[config.mk]
export PLATFORM = sky130hd
export DESIGN_NAME = nvpl_top
export DESIGN_NICKNAME = d
export VERILOG_FILES = /design/src/rtl/nvpl_pkg.sv /design/src/rtl/nvpl_top.sv
export VERILOG_INCLUDE_DIRS = /design/src /design/src/rtl
export SDC_FILE = /design/constraint.sdc
export NUM_CORES = 1
export LEC_CHECK = 0
export BUFFER_PORTS_ARGS = -buffer_cell sky130_fd_sc_hd__buf_4
export CORE_MARGIN = 1.5
export CORE_UTILIZATION = 35
export DETAILED_ROUTE_END_ITERATION = 7
export PLACE_DENSITY = 0.53
export SLEW_MARGIN = 20
export SYNTH_ARGS = -nofsm -noshare
export SYNTH_HDL_FRONTEND = slang
export SYNTH_SLANG_ARGS = --single-unit
[constraint.sdc]
create_clock -name CLK -period 46 [get_ports CLK]
set_clock_uncertainty 0.2 [all_clocks]
set_input_delay 2.3 -clock CLK [delete_from_list [all_inputs] [get_ports CLK]]
set_output_delay 2.3 -clock CLK [all_outputs]
set_load 0.01 [all_outputs]
[src/rtl/nvpl_consts.svh]
// Purpose: constants of the nested interrupt pending logic
// Assumes: included by its bare name
// Notes:   offsets are byte addresses on the plain register port
`ifndef NVPL_CONSTS_SVH
`define NVPL_CONSTS_SVH

`define NVPL_NUM_IRQ      30
`define NVPL_PRIO_W       3
`define NVPL_ADDR_W       8
`define NVPL_EVT_W        3

`define NVPL_OFS_SETPEND  8'h00
`define NVPL_OFS_CLRPEND  8'h04
`define NVPL_OFS_ACTIVE   8'h08
`define NVPL_OFS_SOFTWARE_TRIGGER_REGISTER   8'h0c
`define NVPL_OFS_MODE     8'h10
`define NVPL_OFS_PRIGRP   8'h14
`define NVPL_OFS_EVT_STAT 8'h18
`define NVPL_OFS_EVT_MASK 8'h1c
`define NVPL_OFS_PRIO0    8'h20
`define NVPL_PRIO_PER_REG 8
`define NVPL_PRIO_FLD_W   4

`define NVPL_EVT_HWPEND   0
`define NVPL_EVT_NMI      1
`define NVPL_EVT_BADENTRY 2

`define NVPL_RST_MODE     30'h0000_0000
`define NVPL_RST_PRIO     3'h0
`define NVPL_RST_PRIGRP   2'h0
`define NVPL_RST_MASK     3'h0

`endif

[src/rtl/nvpl_pkg.sv]
// Purpose: types of the nested interrupt pending logic
// Assumes: nvpl_consts.svh
// Notes:   one packed struct holds all state of the top
`include "nvpl_consts.svh"

package nvpl_pkg;

    typedef logic [`NVPL_NUM_IRQ-1:0] nvpl_vec_t;
    typedef logic [`NVPL_PRIO_W-1:0]  nvpl_prio_t;

    typedef struct packed {
        nvpl_vec_t                          pend;
        nvpl_vec_t                          act;
        nvpl_vec_t                          prev;
        nvpl_vec_t                          mode;
        nvpl_prio_t [`NVPL_NUM_IRQ-1:0]     prio;
        logic [1:0]                         subbits;
        logic [`NVPL_EVT_W-1:0]             status;
        logic [`NVPL_EVT_W-1:0]             mask;
        logic                               nmi_s1;
        logic                               nmi_s2;
        logic                               nmi_s3;
        logic                               nmi_lvl;
        logic                               nmi_pend;
        logic                               best_valid;
        logic [4:0]                         best_num;
        nvpl_prio_t                         best_prio;
        nvpl_prio_t                         best_group;
        logic                               irq;
        logic [31:0]                        rdata;
    } nvpl_state_t;

endpackage

[src/rtl/nvpl_top.sv]
// Purpose: per-interrupt pending and active tracking with arbitration
// Assumes: peripheral requests and core events are on CLK
// Notes:   NMI pin is asynchronous and passes three flip-flops
//
// Overview of operation
// thirty peripheral interrupts, each with priority 0..7, lower value wins
// priority splits into group and subpriority fields by a programmable point
// each interrupt is programmed as level-sensitive or pulse
// requests sampled on the rising clock edge; a detected pulse is latched
// a pulse source holds its line high for at least one clock
// a level source holds its line until serviced
// line high while not active makes the interrupt pending; in pulse mode the code sets pending only on a rising edge
// a rising edge on the line makes the interrupt pending
// set-pending bit or software trigger write makes it pending
// pending stays until service entry or a clear-pending write
// service entry removes pending and marks the interrupt active
// level return: line high gives pending, otherwise inactive
// pulse during service gives active and pending, then pending on return
// pulse with no new pulse during service goes inactive on return
// level clear-pending keeps state if line high, else goes inactive
// pulse clear-pending: pending to inactive, active-pending to active
// priorities may change while running
// one external non-maskable interrupt input besides the maskable ones
// reset clears all pending and active flags
`include "nvpl_consts.svh"
`timescale 1ns/1ps
`default_nettype none

module nvpl_top (
    input  wire logic                     CLK,
    input  wire logic                     SRST,
    input  wire logic [`NVPL_NUM_IRQ-1:0] IRQ_REQ,
    input  wire logic                     NMI_PIN,
    input  wire logic                     NMI_ACK,
    input  wire logic                     ENTRY_VALID,
    input  wire logic [4:0]               ENTRY_NUM,
    input  wire logic                     RETURN_VALID,
    input  wire logic [4:0]               RETURN_NUM,
    input  wire logic [`NVPL_ADDR_W-1:0]  REG_ADDR,
    input  wire logic [31:0]              REG_WDATA,
    input  wire logic                     REG_WR,
    input  wire logic                     REG_RD,
    output logic      [31:0]              REG_RDATA,
    output logic      [`NVPL_NUM_IRQ-1:0] PEND_OUT,
    output logic      [`NVPL_NUM_IRQ-1:0] ACTIVE_OUT,
    output logic                          BEST_VALID,
    output logic      [4:0]               BEST_NUM,
    output logic      [`NVPL_PRIO_W-1:0]  BEST_PRIO,
    output logic      [`NVPL_PRIO_W-1:0]  BEST_GROUP,
    output logic                          NMI_PEND,
    output logic                          IRQ
);

    localparam int N = `NVPL_NUM_IRQ;

    nvpl_pkg::nvpl_state_t r;
    nvpl_pkg::nvpl_state_t n;

    logic [N-1:0]          nx_pend;
    logic [N-1:0]          nx_act;
    logic [N-1:0]          hw_new;
    logic [N-1:0]          bad_entry;
    nvpl_pkg::nvpl_prio_t  nx_prio [N];

    logic                  wr_set;
    logic                  wr_clr;
    logic                  wr_trig;

    assign wr_set  = REG_WR && (REG_ADDR == `NVPL_OFS_SETPEND);
    assign wr_clr  = REG_WR && (REG_ADDR == `NVPL_OFS_CLRPEND);
    assign wr_trig = REG_WR && (REG_ADDR == `NVPL_OFS_SOFTWARE_TRIGGER_REGISTER);

    // ----------------------------------------------------------------
    // per-interrupt state
    // ----------------------------------------------------------------
    for (genvar i = 0; i < N; i++) begin : g_irq
        logic line;
        logic rise;
        logic pulse;
        logic entry;
        logic ret;
        logic sw_set;
        logic clr_eff;
        logic hw_set;
        logic prio_wr;

        assign line  = IRQ_REQ[i];
        assign rise  = line & ~r.prev[i];
        assign pulse = r.mode[i];
        assign entry = ENTRY_VALID && (ENTRY_NUM == 5'(i));
        assign ret   = RETURN_VALID && (RETURN_NUM == 5'(i));

        assign sw_set = (wr_set && REG_WDATA[i]) || (wr_trig && (REG_WDATA[4:0] == 5'(i)));

        // level: clear only takes hold once the line is down
        assign clr_eff = wr_clr && REG_WDATA[i] && (pulse || !line);

        // level: high while inactive, or sampled high at return
        assign hw_set = pulse ? rise : (rise || (line && (!r.act[i] || ret)));

        always_comb begin
            if (entry) begin
                nx_pend[i] = (pulse && rise) || sw_set;
                nx_act[i]  = 1'b1;
            end else begin
                // set wins over clear; pulse pending survives return
                nx_pend[i] = (r.pend[i] && !clr_eff) || hw_set || sw_set;
                nx_act[i]  = r.act[i] && !ret;
            end
        end

        assign hw_new[i]    = hw_set && !r.pend[i];
        assign bad_entry[i] = entry && !r.pend[i];

        assign prio_wr = REG_WR && (REG_ADDR == (`NVPL_OFS_PRIO0 + 8'(4 * (i / `NVPL_PRIO_PER_REG))));
        assign nx_prio[i] = prio_wr ?
            REG_WDATA[(i % `NVPL_PRIO_PER_REG) * `NVPL_PRIO_FLD_W +: `NVPL_PRIO_W] : r.prio[i];
    end

    // ----------------------------------------------------------------
    // next state
    // ----------------------------------------------------------------
    always_comb begin
        logic                 found;
        nvpl_pkg::nvpl_prio_t bp;
        logic [4:0]           bn;
        logic [`NVPL_EVT_W-1:0] evt;
        found = 1'b0;
        bp    = '0;
        bn    = '0;
        evt   = '0;
        n     = r;

        n.pend = nx_pend;
        n.act  = nx_act;
        n.prev = IRQ_REQ;
        for (int k = 0; k < N; k++) begin
            n.prio[k] = nx_prio[k];
        end

        if (REG_WR && (REG_ADDR == `NVPL_OFS_MODE)) begin
            n.mode = REG_WDATA[N-1:0];
        end
        if (REG_WR && (REG_ADDR == `NVPL_OFS_PRIGRP)) begin
            n.subbits = REG_WDATA[1:0];
        end
        if (REG_WR && (REG_ADDR == `NVPL_OFS_EVT_MASK)) begin
            n.mask = REG_WDATA[`NVPL_EVT_W-1:0];
        end

        // nmi pin: a change counts once stages two and three agree
        n.nmi_s1 = NMI_PIN;
        n.nmi_s2 = r.nmi_s1;
        n.nmi_s3 = r.nmi_s2;
        if (r.nmi_s2 == r.nmi_s3) begin
            n.nmi_lvl = r.nmi_s3;
        end
        evt[`NVPL_EVT_NMI] = (r.nmi_s2 == r.nmi_s3) && r.nmi_s3 && !r.nmi_lvl;
        n.nmi_pend = evt[`NVPL_EVT_NMI] || (r.nmi_pend && !NMI_ACK);

        evt[`NVPL_EVT_HWPEND]   = |hw_new;
        evt[`NVPL_EVT_BADENTRY] = |bad_entry;

        // sticky events, write one to clear, a new event wins
        if (REG_WR && (REG_ADDR == `NVPL_OFS_EVT_STAT)) begin
            n.status = (r.status & ~REG_WDATA[`NVPL_EVT_W-1:0]) | evt;
        end else begin
            n.status = r.status | evt;
        end
        n.irq = |(n.status & n.mask);

        // arbitration: lowest value, ties to lowest number
        for (int k = 0; k < N; k++) begin
            if (r.pend[k] && !r.act[k] && (!found || (r.prio[k] < bp))) begin
                found = 1'b1;
                bp    = r.prio[k];
                bn    = 5'(k);
            end
        end
        n.best_valid = found;
        n.best_num   = bn;
        n.best_prio  = bp;
        n.best_group = nvpl_pkg::nvpl_prio_t'(bp >> r.subbits);

        // ------------------------------------------------------------
        // read decode
        // ------------------------------------------------------------
        n.rdata = '0;
        if (REG_RD) begin
            if ((REG_ADDR == `NVPL_OFS_SETPEND) || (REG_ADDR == `NVPL_OFS_CLRPEND)) begin
                n.rdata[N-1:0] = r.pend;
            end else if (REG_ADDR == `NVPL_OFS_ACTIVE) begin
                n.rdata[N-1:0] = r.act;
            end else if (REG_ADDR == `NVPL_OFS_MODE) begin
                n.rdata[N-1:0] = r.mode;
            end else if (REG_ADDR == `NVPL_OFS_PRIGRP) begin
                n.rdata[1:0] = r.subbits;
            end else if (REG_ADDR == `NVPL_OFS_EVT_STAT) begin
                n.rdata[`NVPL_EVT_W-1:0] = r.status;
            end else if (REG_ADDR == `NVPL_OFS_EVT_MASK) begin
                n.rdata[`NVPL_EVT_W-1:0] = r.mask;
            end else if ((REG_ADDR >= `NVPL_OFS_PRIO0) && (REG_ADDR[1:0] == 2'h0) &&
                         (REG_ADDR < (`NVPL_OFS_PRIO0 + 8'(4 * ((N + 7) / 8))))) begin
                for (int k = 0; k < N; k++) begin
                    if (REG_ADDR[4:2] == 3'(k / `NVPL_PRIO_PER_REG)) begin
                        n.rdata[(k % `NVPL_PRIO_PER_REG) * `NVPL_PRIO_FLD_W +: `NVPL_PRIO_W] = r.prio[k];
                    end
                end
            end
        end
    end

    // ----------------------------------------------------------------
    // state register
    // ----------------------------------------------------------------
    always_ff @(posedge CLK) begin
        if (SRST) begin
            r            <= '0;
            r.mode       <= `NVPL_RST_MODE;
            r.subbits    <= `NVPL_RST_PRIGRP;
            r.mask       <= `NVPL_RST_MASK;
            for (int k = 0; k < N; k++) begin
                r.prio[k] <= `NVPL_RST_PRIO;
            end
        end else begin
            r <= n;
        end
    end

    assign REG_RDATA  = r.rdata;
    assign PEND_OUT   = r.pend;
    assign ACTIVE_OUT = r.act;
    assign BEST_VALID = r.best_valid;
    assign BEST_NUM   = r.best_num;
    assign BEST_PRIO  = r.best_prio;
    assign BEST_GROUP = r.best_group;
    assign NMI_PEND   = r.nmi_pend;
    assign IRQ        = r.irq;

endmodule

`default_nettype wire

==> flow_summary.yaml, run 1 <==
status:
  status: "completed"
sta:
  tns_ps: 0
  fmax_mhz: 23.86
  fin_ws_ps: 4094
  period_share: 0.9110
  rsz0062_at_grt: "false"
  layout_min_cycle_time_ps: 41910
  worst_pin_slew_ps: 1126
  whs_ps: 243.3
  slew_headroom: 0.2494
  setup_viol: 0
  final_max_slew_viol_count: 0
  hold_viol_final: 0
clock_tree:
  numCtsBuffers: 29
  h-tree-depth: 1
  clk_latency_ps: 570
  post-cts-setup-buffer-count: 0
  cts.sinks: 267
  cts.path.max_buffers: 3
  clockRootBuffer: "clkbuf_16"
  cts_tree: "built"
  cts_hold_buf: 0
  clk_pin_slew_ps: 60
  cts_resized: 0
placement:
  gp_congestion: 0.9435
  place_inst: 3133
  dpl.hpwl_um: 58190
  pre_cts_ws_ps: 4803
  port_buffers: 191
critical_path:
  crit_slowest_cell: "o41ai_4"
  path_common_cell: "ha_1"
  critPathArrivalTime_ps: 42170
  critPathTopFamily: "compound AO/OA/AOI/OAI gates"
  path_max_fanout: 10
  cp.buffers_inverters: 20
  cp_slowest_stage_delay_ps: 630
  cp-end-kind: "flop"
  crit_path_start_kind: "flop"
  crit_type: "reg -> reg"
  critPathRequiredTime_ps: 46260
synth:
  ys_top_cells_by_area: "dfxtp_1 (30%), nand2_1 (9.6%), a21oi_1 (8.1%)"
  synth-seq-area-share: 0.3000
  ys_ff_latch: 267
  yosysUniqueCellTypes: 105
  synth_edf_count: 0
  ys_warn_count: 0
  syn_inst: 2469
  async_flop_share: 0
  synthFlopType: "dfxtp_1"
  yosysTopAreaCell: "dfxtp_1"
  syn_nets: 2595
  synth.cell_area_um2: 17810
  synth_top_area_frac: 0.3000
  avgSynthCellArea_um2: 7.215
finish:
  final_cell_mix: "nand2_1 (455), a21oi_1 (288), dfxtp_1 (267)"
  stdcell_count: 3182
  insertedDiodeCount: 0
  area_delta_synth_final_pct: 12.31
  nNetsFinal: 2618
  drive_gt1_frac: 0.1327
  fillers: 5279
  mostFrequentLayoutCell: "nand2_1"
grt:
  grt_max_degree: 138
  grt_overflow: 0
  gr-usage-all-layers: 0.2820
  grt_pass1_vias: 17660
  grt_pass1_wl_um: 112800
  antenna_found_initial: 1
die:
  design.die.area_um2: 52260
  dieHeight_um: 228.6
  pin_count: 194
  core_area_um2: 50170
  die_w_um: 228.6
  rows: 82
  start_util: 0.3551
power:
  leakage_nw: 7.625
  p_per_area_nw_per_um2: 37.83
  ir_worst_vdd_uv: 24.69
routing:
  ant_nets: 0
  vias_per_cell: 5.933
  vias: 18880
  routed_wl_um: 76410
  wl_per_cell_um: 24.01
  first_pass_iters: 8
  drc: 0
  drtIter0Drc: 2059
flow_run:
  drv_cap: 0
hold_path:
  min_path_type: "reg -> reg"
path summary, 6_finish.rpt:
| path | from | endpoint | slack, ps | cells past startpoint |
|---|---|---|---|---|
| worst max-delay path | PEND_OUT[0] | BEST_GROUP[1] | 4090 | 204 |
| worst min register to register | n[48] | n[47] | 240 | 1 |
| worst min-delay path | n[48] | n[47] | 240 | 1 |
| worst max register to register | PEND_OUT[0] | BEST_GROUP[1] | 4090 | 204 |
worst register-to-register path: cells and delay by family (launching register included):
kind | cells | cell delay (ps)
adders and majority gates | 29 | 7380
buffers and inverters | 20 | 1480
DFF | 1 | 570
AOI/OAI and AO/OA | 80 | 18360
muxes | 16 | 4020
and+or+nand+nor | 59 | 9830
per-layer routing:
layer	GRT usage	vias up	routed length, µm
met3	0.04366	167	5869
met4	0.1380	0	3969
met1	0.3667	9089	32020
li1	-	8767	-
met2	0.4540	855	34550
met5	0	-	0
through the flow:
stage | cell area [µm²] | total power (W) | util
2_1_floorplan | 17810 | 0.0004422 | -
3_3_place_gp | 19030 | 0.0005103 | 0.3793
3_5_place_dp | 19030 | 0.0005119 | 0.3793
4_1_cts | 19990 | 0.0007558 | 0.3985
5_1_grt | 20010 | 0.0007930 | 0.3988
6_report | 20010 | 0.0007568 | 0.3988
layout make-up:
| class | count | area (µm²) | area share |
|---|---|---|---|
| Clock buffer | 43 | 828.3 | 0.04140 |
| Clock inverter | 6 | 133.9 | 0.006692 |
| Inverter | 92 | 345.3 | 0.01726 |
| Multi-Input combinational cell | 1901 | 11000 | 0.5497 |
| Sequential cell | 267 | 5345 | 0.2672 |
| Tap cell | 672 | 840.8 | 0.04203 |
| Timing Repair Buffer | 201 | 1515 | 0.07573 |
cells by family after synthesis:
kind of cell    share of synthesized area
simple gates                       0.2449
compound gates                     0.3057
buf+inv                           0.08541
flops                              0.3000
mux                               0.03589
fa+ha+maj                         0.02781
other cells                     0.0002105
synthesized netlist by cell type (all sizes together) (16+ instances only):
cell / n
a211oi: 24
a21o: 56
a21oi: 297
a222oi: 28
a22oi: 36
a31oi: 16
buf: 110
clkbuf: 99
dfxtp: 267
ha: 38
inv: 91
mux2i: 38
nand2: 456
nand2b: 85
nand3: 71
nor2: 210
nor2b: 24
nor3: 32
o211ai: 17
o21ai: 202
o22ai: 32
where the power goes:
| part | total [W] | internal, W | switching, W |
|---|---|---|---|
| Combinational | 0.000265 | 0.000101 | 0.000164 |
| Sequential | 0.000247 | 0.000239 | 0.00000800 |
| Clock | 0.000245 | 0.000146 | 0.0000991 |
state kept, by name, summed over array words and instances, names as in the netlist, 2 cells and up:
register	count
ACTIVE_OUT	30
g_irq.pulse	30
PEND_OUT	30
BEST_PRIO	3
REG_RDATA	31
r	130
n	2
BEST_GROUP	3
BEST_NUM	5
(Power assumes the default switching activity.)
==> run 2, diff against run 1 <==
Clock period 46 ns to 53.1 ns, I/O delays scaled along.
==> flow_summary.yaml, run 2 (same netlist as run 1, synthesis figures left out) <==
power:
  p_per_area_nw_per_um2: 33.53
  ir_worst_vdd_uv: 19.59
  pwr-share-clk: 0.342
  switching_share: 0.3584
  seq_power_share: 0.317
  combPwrFrac: 0.340
  leakage_nw: 7.705
  internal_power_w: 0.0004330
  p_switching_w: 0.0002418
critical_path:
  critPathRequiredTime_ps: 53370
  crit_slowest_cell: "o41ai_4"
  cp_slowest_stage_delay_ps: 630
  cp.buffers_inverters: 20
  path_depth: 201
  cp-end-kind: "flop"
  crit_type: "reg -> reg"
  path_common_cell: "ha_1"
  crit_path_start_kind: "flop"
  path_max_fanout: 10
  critPathArrivalTime_ps: 42050
  rr_worst_depth: 201
  critPathTopFamily: "compound AO/OA/AOI/OAI gates"
finish:
  largest_reg_flops: 130
  final_cell_area_um2: 20130
  final_cell_mix: "nand2_1 (455), a21oi_1 (288), dfxtp_1 (267)"
  insertedDiodeCount: 0
  fillers: 5199
  mostFrequentLayoutCell: "nand2_1"
  drive_gt1_frac: 0.1379
  area_delta_synth_final_pct: 12.99
  nNetsFinal: 2619
  largest_register: "r"
placement:
  dpl.hpwl_um: 58000
  dpl_cell_area_um2: 19030
  gp_congestion: 0.9363
  port_buffers: 191
clock_tree:
  clockRootBuffer: "clkbuf_16"
  clk_pin_slew_ps: 70
  numCtsBuffers: 30
  cts.path.max_buffers: 3
  clk_latency_ps: 580
  post-cts-setup-buffer-count: 0
  h-tree-depth: 1
  cts_hold_buf: 0
  cts_resized: 0
  cts.sinks: 267
  cts_tree: "built"
status:
  status: "completed"
routing:
  met3_length_um: 5350
  drc: 0
  ant_nets: 0
  vias_per_cell: 5.920
  topRoutingLayerUsed: "met4"
  vias: 18880
  wl_per_cell_um: 23.97
  routed_wl_um: 76440
  drtIter0Drc: 2196
  drt-met1-wl_um: 32530
  first_pass_iters: 8
  routed-wl-met2_um: 35240
sta:
  hold_viol_final: 0
  period_share: 0.7870
  tns_ps: 0
  worst_pin_slew_ps: 1181
  fmax_mhz: 23.93
  layout_min_cycle_time_ps: 41790
  whs_ps: 239.3
  slew_headroom: 0.2116
  setup_viol: 0
  rsz0062_at_grt: "false"
  final_max_slew_viol_count: 0
grt:
  grt_pass1_wl_um: 112700
  antenna_found_initial: 0
  grt_overflow: 0
  grt_max_degree: 138
  grt_pass1_vias: 17500
  gr-usage-all-layers: 0.2813
die:
  core_area_um2: 50170
  start_util: 0.3551
  dieHeight_um: 228.6
  pin_count: 194
  rows: 82
  design.die.area_um2: 52260
  die_w_um: 228.6
hold_path:
  min_path_type: "reg -> reg"
  hold_depth: 1
flow_run:
  drv_cap: 0
run 2: final timing paths:
| check | start | endpoint | slack [ps] |
|---|---|---|---|
| setup reg to reg | PEND_OUT[0] | BEST_GROUP[1] | 11310 |
| setup / recovery | PEND_OUT[0] | BEST_GROUP[1] | 11310 |
| hold / removal | n[48] | n[47] | 240 |
| hold reg to reg | n[48] | n[47] | 240 |
run 2: worst reg2reg max path, delay by kind of cell, from the launching register on:
family / cells / cell delay (ps)
AO/OA/AOI/OAI: 79 / 18240
adder cells (fa/ha/maj): 29 / 7280
multiplexers: 16 / 4060
AND/OR/NAND/NOR: 57 / 9800
flip-flops: 1 / 580
buffers and inverters: 20 / 1450
run 2: cell type report:
| type | count | area (µm²) | area share |
|---|---|---|---|
| Clock buffer | 41 | 903.4 | 0.04488 |
| Clock inverter | 15 | 190.2 | 0.009449 |
| Inverter | 92 | 345.3 | 0.01716 |
| Multi-Input combinational cell | 1901 | 10990 | 0.5459 |
| Sequential cell | 267 | 5345 | 0.2656 |
| Tap cell | 672 | 840.8 | 0.04177 |
| Timing Repair Buffer | 201 | 1515 | 0.07528 |
run 2: routing by layer:
layer,global-route usage,vias to the layer above
met5,0,-
met4,0.1213,0
met3,0.03094,122
met2,0.4599,892
met1,0.3743,9099
li1,-,8765
run 2: stage by stage:
step	std cells	power (W)	utilization	setup WS, ps
final	3189	0.0006748	0.4012	11310
after global routing	3189	0.0007053	0.4012	7693
after CTS	3189	0.0006728	0.4011	11750
after detailed placement	3133	0.0004433	0.3793	11880
after global placement	3133	0.0004422	0.3793	12250
after floorplan	2469	0.0003831	-	17600
run 2: power groups by stage:
stage,logic (W),clock network (W),registers (W)
final,0.000230,0.000231,0.000214
after CTS,0.000226,0.000233,0.000214
after detailed placement,0.000225,0,0.000218
after floorplan,0.000168,0,0.000215
after global routing,0.000251,0.000240,0.000215
after global placement,0.000224,0,0.000218
